[src/lvd_pkg.sv]
// Package of constants for the low-voltage detector control block
// Contract
// - Writing 00h to control, or clearing only enable by bit write, stops detector.
// - Interrupt mode: clearing enable while below threshold raises irq and pending flag.
// - Level register keeps value on detector reset, clears to 00h otherwise.
// - Level code picks one of sixteen thresholds, 4.24 V down to 1.93 V.
// - External source compares with fixed 1.21 V threshold, ignoring level code.
// - Every reset sets port 12 direction register to ffh.
// - Direction bit 0 means output with buffer on, 1 means input.
// - Reset mode with supply source holds internal reset while supply is below threshold.
// - Reset mode with external source holds internal reset while sense is below threshold.
// - Interrupt mode raises irq on both falling and rising threshold crossings.
// - While enabled, control bit 0 shows whether voltage is below threshold.
// - No internal reset if voltage is not below when action select is set.
// - Control register holds action select at bit 1 and source select at bit 2.
// - Enable, action and source clear on any reset except a detector reset.
// - A detector reset sets reset cause bit 0.
package lvd_pkg;
  localparam logic [15:0] LVD_CTRL_ADDR = 16'hffbe;
  localparam logic [15:0] LVD_LEVEL_ADDR = 16'hffbf;
  // Port 12 direction address has no printed offset here
  localparam logic [15:0] LVD_PORT12_DIR_ADDR = 16'hff2c;
  localparam logic [7:0] LVD_CTRL_RESET = 8'h00;
  localparam logic [7:0] LVD_LEVEL_RESET = 8'h00;
  localparam logic [7:0] LVD_PORT12_DIR_RESET = 8'hff;
  localparam int LVD_BIT_FLAG = 0;
  localparam int LVD_BIT_ACTION = 1;
  localparam int LVD_BIT_SOURCE = 2;
  localparam int LVD_BIT_ENABLE = 7;
  localparam int LVD_BIT_CAUSE = 0;
  localparam int LVD_BIT_SENSE_DIR = 0;
  localparam int LVD_LEVEL_W = 4;
  localparam logic [3:0] LVD_LEVEL_MASK = 4'hf;
  localparam int LVD_STAB_TIME_NS = 10000;
  localparam int LVD_CLK_PERIOD_NS = 10;
  localparam int LVD_STAB_CYCLES = LVD_STAB_TIME_NS / LVD_CLK_PERIOD_NS;
endpackage

[src/lvd_ctrl.sv]
// Low-voltage detector control: registers, mode logic, reset and interrupt
`timescale 1ns/1ps
`default_nettype none
module lvd_ctrl (
  input wire logic ref_clk,
  input wire logic reset_n,
  input wire logic clk_en,
  input wire logic lvd_reset_in,
  input wire logic [15:0] reg_addr,
  input wire logic reg_wr_byte,
  input wire logic reg_wr_bit,
  input wire logic [2:0] reg_bit_sel,
  input wire logic [7:0] reg_wdata,
  input wire logic reg_rd,
  input wire logic comp_below_async,
  output logic [7:0] reg_rdata,
  output logic comp_enable,
  output logic comp_ext_sel,
  output logic [3:0] comp_level_code,
  output logic lvd_reset_req,
  output logic lvd_irq,
  output logic lvd_irq_pending_set,
  output logic lvd_reset_cause_set,
  output logic [7:0] port12_pin_dir
);
  typedef struct packed {
    logic detect_enable;
    logic action_select;
    logic source_select;
    logic [3:0] level_code;
    logic [7:0] port12_dir_reg;
    logic below_level_flag;
    logic below_prev;
    logic [7:0] rdata;
    logic reset_req;
    logic irq;
    logic pend_set;
    logic cause_set;
  } lvd_ctrl_state_t;
  lvd_ctrl_state_t state;
  lvd_ctrl_state_t next_state;
  logic below_sync;

  // Comparator level enters the clock domain here
  lvd_sync u_sync (
    .ref_clk(ref_clk),
    .reset_n(reset_n),
    .clk_en(clk_en),
    .async_in(comp_below_async),
    .sync_out(below_sync)
  );

  // Register writes, mode decisions and event generation
  always_comb begin
    logic [7:0] ctrl_now;
    logic [7:0] ctrl_new;
    logic below_now;
    logic ctrl_hit;
    ctrl_now = '0;
    ctrl_new = '0;
    below_now = 1'b0;
    ctrl_hit = 1'b0;
    next_state = state;
    if (clk_en) begin
      next_state.irq = 1'b0;
      next_state.pend_set = 1'b0;
      next_state.cause_set = 1'b0;
      // Flag only follows comparator while enabled, else reads 0
      below_now = state.detect_enable & below_sync;
      next_state.below_level_flag = below_now;
      next_state.below_prev = below_now;
      ctrl_now[lvd_pkg::LVD_BIT_ENABLE] = state.detect_enable;
      ctrl_now[lvd_pkg::LVD_BIT_SOURCE] = state.source_select;
      ctrl_now[lvd_pkg::LVD_BIT_ACTION] = state.action_select;
      ctrl_now[lvd_pkg::LVD_BIT_FLAG] = state.below_level_flag;
      ctrl_new = ctrl_now;
      ctrl_hit = (reg_addr == lvd_pkg::LVD_CTRL_ADDR);
      if (ctrl_hit && reg_wr_byte) begin
        ctrl_new = reg_wdata;
      end else if (ctrl_hit && reg_wr_bit) begin
        ctrl_new[reg_bit_sel] = reg_wdata[0];
      end
      if (ctrl_hit && (reg_wr_byte || reg_wr_bit)) begin
        next_state.detect_enable = ctrl_new[lvd_pkg::LVD_BIT_ENABLE];
        next_state.action_select = ctrl_new[lvd_pkg::LVD_BIT_ACTION];
        next_state.source_select = ctrl_new[lvd_pkg::LVD_BIT_SOURCE];
      end
      // Upper bits are dropped; only the code is held
      if (reg_addr == lvd_pkg::LVD_LEVEL_ADDR) begin
        if (reg_wr_byte) begin
          next_state.level_code = reg_wdata[3:0] & lvd_pkg::LVD_LEVEL_MASK;
        end else if (reg_wr_bit && !reg_bit_sel[2]) begin
          next_state.level_code[reg_bit_sel[1:0]] = reg_wdata[0];
        end
      end
      if (reg_addr == lvd_pkg::LVD_PORT12_DIR_ADDR) begin
        if (reg_wr_byte) begin
          next_state.port12_dir_reg = reg_wdata;
        end else if (reg_wr_bit) begin
          next_state.port12_dir_reg[reg_bit_sel] = reg_wdata[0];
        end
      end
      // Both crossings give a pulse in interrupt mode
      if (state.detect_enable && !state.action_select && (below_now != state.below_prev)) begin
        next_state.irq = 1'b1;
        next_state.pend_set = 1'b1;
      end
      // Disabling while below is seen as a rising crossing
      if (!state.action_select && state.below_prev && !below_now) begin
        next_state.irq = 1'b1;
        next_state.pend_set = 1'b1;
      end
      // Reset is level driven, so setting action while above does nothing
      next_state.reset_req = state.detect_enable && state.action_select && below_now;
      next_state.cause_set = next_state.reset_req;
      // Source select only picks the comparator input; threshold is fixed there
      next_state.rdata = '0;
      if (reg_rd) begin
        case (reg_addr)
          lvd_pkg::LVD_CTRL_ADDR: next_state.rdata = ctrl_now;
          lvd_pkg::LVD_LEVEL_ADDR: next_state.rdata = {4'h0, state.level_code};
          lvd_pkg::LVD_PORT12_DIR_ADDR: next_state.rdata = state.port12_dir_reg;
          default: next_state.rdata = '0;
        endcase
      end
    end
  end

  // Detector reset keeps settings; other resets clear them
  always_ff @(posedge ref_clk) begin
    if (!reset_n) begin
      state <= '0;
      state.port12_dir_reg <= lvd_pkg::LVD_PORT12_DIR_RESET;
      if (lvd_reset_in) begin
        state.detect_enable <= next_state.detect_enable;
        state.action_select <= next_state.action_select;
        state.source_select <= next_state.source_select;
        state.level_code <= next_state.level_code;
      end
    end else begin
      state <= next_state;
    end
  end

  always_ff @(posedge ref_clk) begin
    if (!reset_n) begin
      comp_enable <= 1'b0;
      comp_ext_sel <= 1'b0;
      comp_level_code <= '0;
      reg_rdata <= '0;
      lvd_reset_req <= 1'b0;
      lvd_irq <= 1'b0;
      lvd_irq_pending_set <= 1'b0;
      lvd_reset_cause_set <= 1'b0;
      port12_pin_dir <= lvd_pkg::LVD_PORT12_DIR_RESET;
    end else if (clk_en) begin
      comp_enable <= state.detect_enable;
      comp_ext_sel <= state.source_select;
      comp_level_code <= state.level_code;
      reg_rdata <= state.rdata;
      lvd_reset_req <= state.reset_req;
      lvd_irq <= state.irq;
      lvd_irq_pending_set <= state.pend_set;
      lvd_reset_cause_set <= state.cause_set;
      port12_pin_dir <= state.port12_dir_reg;
    end
  end
endmodule
`default_nettype wire

[src/lvd_sync.sv]
// Two-flop synchroniser for the asynchronous comparator output
`timescale 1ns/1ps
`default_nettype none
module lvd_sync (
  input wire logic ref_clk,
  input wire logic reset_n,
  input wire logic clk_en,
  input wire logic async_in,
  output logic sync_out
);
  typedef struct packed {
    logic stage1;
    logic stage2;
  } lvd_sync_state_t;
  lvd_sync_state_t state;
  lvd_sync_state_t next_state;

  // Stage one is read only by stage two
  always_comb begin
    next_state = state;
    if (clk_en) begin
      next_state.stage1 = async_in;
      next_state.stage2 = state.stage1;
    end
  end

  always_ff @(posedge ref_clk) begin
    if (!reset_n) begin
      state <= '0;
    end else begin
      state <= next_state;
    end
  end

  assign sync_out = state.stage2;
endmodule
`default_nettype wire

[config.mk]
export PLATFORM = sky130hd
export DESIGN_NAME = lvd_ctrl
export DESIGN_NICKNAME = d
export VERILOG_FILES = /design/src/lvd_pkg.sv /design/src/lvd_ctrl.sv /design/src/lvd_sync.sv
export SDC_FILE = /design/constraint.sdc
export NUM_CORES = 1
export LEC_CHECK = 0
export BUFFER_PORTS_ARGS = -buffer_cell sky130_fd_sc_hd__buf_2
export CELL_PAD_IN_SITES_DETAIL_PLACEMENT = 0
export CELL_PAD_IN_SITES_GLOBAL_PLACEMENT = 2
export CORE_MARGIN = 3
export CORE_UTILIZATION = 34
export DETAILED_ROUTE_END_ITERATION = 10
export GPL_TIMING_DRIVEN = 0
export MAX_ROUTING_LAYER = met4
export PLACE_DENSITY_LB_ADDON = 0.1
export SLEW_MARGIN = 20
export SYNTH_ARGS = -nofsm -noshare
export SYNTH_HDL_FRONTEND = slang
export SYNTH_SLANG_ARGS = --single-unit
[constraint.sdc]
create_clock -name ref_clk -period 4.6 [get_ports ref_clk]
set_clock_uncertainty 0.05 [all_clocks]
set_input_delay 0.46 -clock ref_clk [delete_from_list [all_inputs] [get_ports ref_clk]]
set_output_delay 0.46 -clock ref_clk [all_outputs]
set_load 0.005 [all_outputs]
==> results of run 1 <==
-- worst max-delay path by stage --
stage | to
after detailed placement | state[23]
final | state[23]
after CTS | state[23]
after global routing | state[23]
after floorplan | flop
after global placement | state[23]
-- layout make-up --
class	count	area, sq um	share of cell area (%)
buffer	19	96.3	3.19
timing repair buffer	56	280	9.27
clock buffer	5	68.8	2.28
clock inverter	3	42.5	1.41
tap	96	120	3.97
multi-input combinational	195	1350	44.5
inverter	8	30.0	0.993
sequential	52	1040	34.4
-- metal layers --
metal | vias to the layer above | track usage (%) | share of wire [%]
li1 | 1134 | - | -
met1 | 1026 | 23.3 | 49
met2 | 63 | 24.8 | 44
met3 | 9 | 2.54 | 5.2
met4 | 0 | 5.57 | 2.0
met5 | - | - | 0
-- Yosys cell counts, drive strengths merged, types with 2 or more instances --
cell type / count
dfxtp: 52
mux2i: 32
nand2: 26
nor2: 26
o21ai: 13
buf: 12
a21oi: 10
inv: 8
nand4: 8
a22o: 7
clkbuf: 7
a31oi: 6
nor3: 5
a311oi: 4
nand2b: 4
nand3: 4
nor4: 4
or4: 4
and3: 3
mux2: 3
o2bb2ai: 3
a2111oi: 2
and2: 2
nand3b: 2
nand4b: 2
nor2b: 2
o2111ai: 2
o211ai: 2
o31ai: 2
or2: 2
or3: 2
-- worst register-to-register path: cells and delay by family, from the launching register on --
kind           cells  cell delay, ns
multiplexers       1            0.30
flip-flops         1            0.39
AO/OA/AOI/OAI      2            0.32
-- cells by family (layout without fill, tap and decap cells) --
group | Yosys count | after routing | share of synthesized area (%)
simple gates | 100 | 100 | 21.8
compound gates | 59 | 59 | 17.1
flops | 52 | 52 | 41.4
mux | 35 | 35 | 14.2
buf+inv | 27 | 91 | 5.03
xor+xnor | 1 | 1 | 0.349
-- stage by stage --
| step | cells | total power [uW] | util [%] | cell area [sq um] |
|---|---|---|---|---|
| 2_1_floorplan | 274 | 508 | - | 2510 |
| 3_3_place_gp | 426 | 541 | 41.7 | 2910 |
| 3_5_place_dp | 426 | 540 | 41.7 | 2910 |
| 4_1_cts | 434 | 851 | 43.3 | 3020 |
| 5_1_grt | 434 | 876 | 43.3 | 3020 |
| 6_report | 434 | 838 | 43.3 | 3020 |
-- power by group through the flow --
stage                     clock (uW)  combinational [uW]  sequential, uW
after global routing             339                86.0             451
after CTS                        322                78.5             451
after floorplan                    0                46.4             462
after detailed placement           0                78.3             462
after global placement             0                79.2             462
final                            309                77.9             451
==> flow_metrics.py, run 1 <==
metrics = {
    "routing": {
        "drt_iter0_drc": 91,
        "vias": 2232,
        "vias_per_cell": 5.14,
        "avgRoutedWirePerCell_microns": 15.5,
        "totalWireLength_microns": 6720,
        "ant_nets": 0,
        "drc": 0,
        "dr.pass1.iters": 4,
    },
    "layout": {
        "layout.cells.most_common_list": "buf_2, dfxtp_1, mux2i_1, nand2_1, nor2_1",
        "area_growth_pct": 20.4,
        "fillCellCount": 723,
        "mostFrequentLayoutCell": "buf_2",
        "drive_gt1_share_pct": 25.7,
        "fin_nets": 372,
        "diodes": 0,
    },
    "logic_synthesis": {
        "synth-edff-count": 0,
        "ys_top_cells_by_area": "dfxtp_1, mux2i_1, nand2_1, nor2_1, a22o_1",
        "synth_area_sq_um": 2510,
        "synthFlopType": "dfxtp_1",
        "ys_seq_area_share_pct": 41.4,
        "yosysWarnings": 0,
        "synth-async-reset-ratio_pct": 0,
        "ys_seq_elements": 52,
        "synth_cells": 274,
        "yosys.cell_types.count": 60,
        "syn_avg_cell_area_sq_um": 9.17,
        "syn_nets": 309,
        "synth_top_area_share_pct": 41.4,
        "synth_top_cell_by_area": "dfxtp_1",
    },
    "power_and_ir_drop": {
        "powerDensity_nw_per_um2": 277,
        "power.switching_uw": 198,
        "clkPwrFrac_pct": 36.8,
        "p_comb_share_pct": 9.3,
        "ir_worst_vdd_mv": 0.145,
        "p_int_uw": 640,
        "netSwitchingFraction_pct": 23.6,
        "p_seq_share_pct": 53.9,
        "cellLeakagePower_uw": 0.00125,
    },
    "cts": {
        "cts_tree": "built",
        "postCtsResizedCells": 0,
        "cts.clk_slew.worst_paths_ns": 0.10,
        "clkLatencyLatePin_ns": 0.30,
        "cts_root_buf": "clkbuf_8",
        "htreeDepth": 2,
        "post_cts_buffers": 0,
        "numCtsBuffers": 5,
        "cts-hold-fix-buffers": 0,
        "cts.sink_count": 52,
        "clockBufferDepth": 2,
    },
    "placed_design": {
        "portBuffers": 56,
        "post-place-ws_ns": 2.39,
        "place.gp.congestion": 0.880,
        "place.detailed.hpwl_microns": 5300,
    },
    "timing": {
        "fin_tns_setup_ns": 0,
        "finalWorstPathRequiredPeriod_ns": 1.86,
        "maxSlewHeadroom_pct": 53.5,
        "hold_viol": 0,
        "drv_slew": 0,
        "fmaxAchievable_mhz": 537,
        "rsz0062_at_grt": "false",
        "finalSetupViolations": 0,
        "worst_pin_slew_ns": 0.697,
        "holdWs_ns": 0.351,
        "setup_slack_ns": 2.74,
        "finalCritPeriodShare_pct": 40.5,
    },
    "grt": {
        "grt_pass1_wl_microns": 11000,
        "grt_max_degree": 17,
        "globalRouteOverflowTotal": 0,
        "antenna_found_initial": 0,
        "grt_pass1_vias": 2110,
        "track_usage_pct": 16.7,
    },
    "critical_path": {
        "slowest_delay_ns": 0.53,
        "r2r_start": "state[27]",
        "reg2reg_setup_slack_ns": 3.42,
        "cp_top_family": "simple AND/OR/NAND/NOR gates",
        "critPathKind": "in -> reg",
        "startpoint": "reg_addr[6]",
        "crit_path_start_kind": "input pin",
        "path_cells": "buf_2 > nand4b_2 > nor4_1 > buf_2 > a31oi_1 > a311oi_1",
        "crit_arrival_ns": 2.03,
        "worst-path-buf-inv": 2,
        "cp_max_fo": 10,
        "cp.required_ns": 4.77,
        "path_depth": 6,
        "reg2reg_to": "state[27]",
        "critPathSlowestCell": "nor4_1",
        "r2r_cells": 3,
        "cp_common_cell": "buf_2",
        "worst_setup_path_end_kind": "flop",
    },
    "flow_run": {
        "max_cap_viol_count": 0,
    },
    "floorplan": {
        "start_util_pct": 36.0,
        "rows": 30,
        "core_area_sq_um": 6980,
        "die_w_microns": 92.0,
        "die_h_microns": 92.0,
        "ios": 61,
        "die-area_sq_um": 8460,
    },
    "min_path": {
        "worstHoldPathType": "in -> reg",
        "min_path_cells": 3,
        "hold_start": "comp_below_async",
        "hold_end": "u_sync.state[1]",
    },
    "run_status": {
        "status": "complete, no violations",
    },
}
(Power assumes the default switching activity.)
==> run 2, diff against run 1 <==
--- a/config.mk
+++ b/config.mk
@@ -5,11 +5,12 @@
 export SDC_FILE = /design/constraint.sdc
 export NUM_CORES = 1
 export LEC_CHECK = 0
+export ABC_AREA = 1
 export BUFFER_PORTS_ARGS = -buffer_cell sky130_fd_sc_hd__buf_2
 export CELL_PAD_IN_SITES_DETAIL_PLACEMENT = 0
 export CELL_PAD_IN_SITES_GLOBAL_PLACEMENT = 2
 export CORE_MARGIN = 3
-export CORE_UTILIZATION = 34
+export CORE_UTILIZATION = 25
 export DETAILED_ROUTE_END_ITERATION = 10
 export GPL_TIMING_DRIVEN = 0
 export MAX_ROUTING_LAYER = met4
==> constraint.sdc (replaced) <==
create_clock -name ref_clk -period 1.53 [get_ports ref_clk]
set_clock_uncertainty 0.05 [all_clocks]
set_input_delay 0.153 -clock ref_clk [delete_from_list [all_inputs] [get_ports ref_clk]]
set_output_delay 0.153 -clock ref_clk [all_outputs]
set_load 0.005 [all_outputs]
==> flow_metrics.py, run 2 <==
metrics = {
    "logic_synthesis": {
        "synth_area_sq_um": 2500,
        "yosys.cell_types.count": 28,
        "synth_top_area_share_pct": 41.7,
        "syn_nets": 404,
        "synthFlopType": "dfxtp_1",
        "ys_seq_area_share_pct": 41.7,
        "yosysWarnings": 0,
        "synth_cells": 369,
        "synth-async-reset-ratio_pct": 0,
        "ys_seq_elements": 52,
        "synth_commonest_cells": "nand2_1, nor2_1, dfxtp_1, nand3_1, a21oi_1",
        "ys_top_cells_by_area": "dfxtp_1, nand2_1, nor2_1, nand3_1, a21oi_1",
        "synth-edff-count": 0,
        "syn_avg_cell_area_sq_um": 6.77,
        "synth_top_cell_by_area": "dfxtp_1",
        "synthMostInstantiatedCell": "nand2_1",
    },
    "floorplan": {
        "die-area_sq_um": 11200,
        "die_w_microns": 106,
        "start_util_pct": 26.4,
        "rows": 35,
        "die_h_microns": 106,
        "ios": 61,
        "core_area_sq_um": 9460,
    },
    "flow_run": {
        "max_cap_viol_count": 0,
    },
    "layout": {
        "layout.cells.most_common_list": "nand2_1, buf_2, nor2_1, dfxtp_1, nand3_1",
        "drive_gt1_share_pct": 21.8,
        "mostFrequentLayoutCell": "nand2_1",
        "fin_nets": 469,
        "area_growth_pct": 21.6,
        "diodes": 0,
        "finalInstanceArea_sq_um": 3040,
    },
    "routing": {
        "vias": 2527,
        "drt_iter0_drc": 80,
        "ant_nets": 0,
        "drc": 0,
        "vias_per_cell": 4.48,
        "dr.pass1.iters": 4,
        "totalWireLength_microns": 7750,
        "avgRoutedWirePerCell_microns": 13.7,
    },
    "timing": {
        "finalWorstPathRequiredPeriod_ns": 1.35,
        "hold_viol": 0,
        "maxSlewHeadroom_pct": 65.9,
        "drv_slew": 0,
        "fmaxAchievable_mhz": 739,
        "finalCritPeriodShare_pct": 88.5,
        "fin_tns_setup_ns": 0,
        "rsz0062_at_grt": "false",
        "worst_pin_slew_ns": 0.511,
        "finalSetupViolations": 0,
    },
    "cts": {
        "cts-hold-fix-buffers": 0,
        "cts.sink_count": 52,
        "clkLatencyLatePin_ns": 0.31,
        "htreeDepth": 2,
        "cts_tree": "built",
        "clockBufferDepth": 2,
        "postCtsResizedCells": 0,
        "post_cts_buffers": 0,
        "numCtsBuffers": 5,
        "cts.clk_slew.worst_paths_ns": 0.10,
        "cts_root_buf": "clkbuf_8",
    },
    "placed_design": {
        "portBuffers": 58,
        "place.gp.congestion": 0.762,
        "place.detailed.hpwl_microns": 5930,
        "placed_cell_area_sq_um": 2950,
    },
    "grt": {
        "antenna_found_initial": 0,
        "grt_max_degree": 17,
        "globalRouteOverflowTotal": 0,
        "grt_pass1_vias": 2399,
        "track_usage_pct": 14.5,
        "grt_pass1_wl_microns": 12700,
    },
    "critical_path": {
        "crit_path_start_kind": "flop",
        "crit_arrival_ns": 1.55,
        "worst_setup_path_end_kind": "flop",
        "critPathKind": "reg -> reg",
        "cp_max_fo": 4,
        "cp.required_ns": 1.72,
    },
    "power_and_ir_drop": {
        "p_seq_share_pct": 55.4,
        "netSwitchingFraction_pct": 28.0,
        "powerDensity_nw_per_um2": 834,
        "ir_worst_vdd_mv": 0.459,
        "cellLeakagePower_uw": 0.00137,
        "clkPwrFrac_pct": 32.0,
        "power.switching_uw": 711,
        "p_comb_share_pct": 12.6,
        "p_int_uw": 1820,
    },
    "min_path": {
        "worstHoldPathType": "in -> reg",
    },
    "run_status": {
        "status": "complete, no violations",
    },
}
==> run 2: cell types whose count changed in the layout (fill, tap and decap cells not counted), moves of 6 or more <==
cell,before,now
nand2_1,26,84
a21oi_1,10,30
o21ai_0,9,28
inv_1,5,18
nand4_1,8,2
mux2i_1,32,0
a31oi_1,6,0
a22o_1,7,0
nand3_1,4,41
nor2_1,25,64
==> run 2: final cells by class <==
class	count	area, sq um
Buffer	17	85.1
Clock inverter	3	18.8
Sequential cell	52	1040
Multi-Input combinational cell	276	1280
Inverter	24	92.6
Tap cell	129	161
Clock buffer	5	68.8
Timing Repair Buffer	58	290
Fill cell	1112	6420
==> run 2: final timing paths <==
path | startpoint | end | slack, ns | cells past startpoint
max | state[28] | state[2] | 0.18 | 5
min | comp_below_async | u_sync.state[1] | 0.008 | 3
max reg2reg | state[28] | state[2] | 0.18 | 5
min reg2reg | port12_pin_dir[4] | port12_pin_dir[4] | 0.42 | 2
==> run 2: per-stage QoR <==
step | hold WS [ns] | instances | power (uW) | setup slack, ns | utilization (%)
2_1_floorplan | 0.238 | 369 | 1610 | 0.364 | -
3_3_place_gp | 0.325 | 556 | 1760 | 0.0490 | 31.2
3_5_place_dp | 0.333 | 556 | 1760 | 0.0577 | 31.2
4_1_cts | 0.00464 | 564 | 2570 | 0.168 | 32.1
5_1_grt | 0.00942 | 564 | 2660 | 0.0364 | 32.1
6_report | 0.00807 | 564 | 2540 | 0.176 | 32.1
==> run 2: power by group through the flow <==
stage	clock, uW	sequential, uW	combinational [uW]
global route	887	1410	365
CTS	839	1400	325
detailed placement	0	1440	322
floorplan	0	1440	175
global placement	0	1440	323
finish	812	1400	319
==> run 2: cell families after synthesis <==
family	Yosys count	share of synthesized area, %
simple gates	204	35.3
buf+inv	41	7.11
compound gates	72	15.9
flops	52	41.7
==> run 2: routing by layer <==
layer  share of wire, %  vias up  GRT usage (%)
met2                 44       62           22.2
met3                4.4       10           2.43
met5                  0        -              -
li1                   -     1334              -
met1                 50     1121           19.9
met4                1.7        0           3.98
==> run 2: critical path, cell delays in order (launching register included) <==
cell and delay, ns:
dfxtp_1 0.43, nand2_1 0.07, inv_1 0.12, nor2_1 0.05, or3b_2 0.43, a21oi_1 0.13
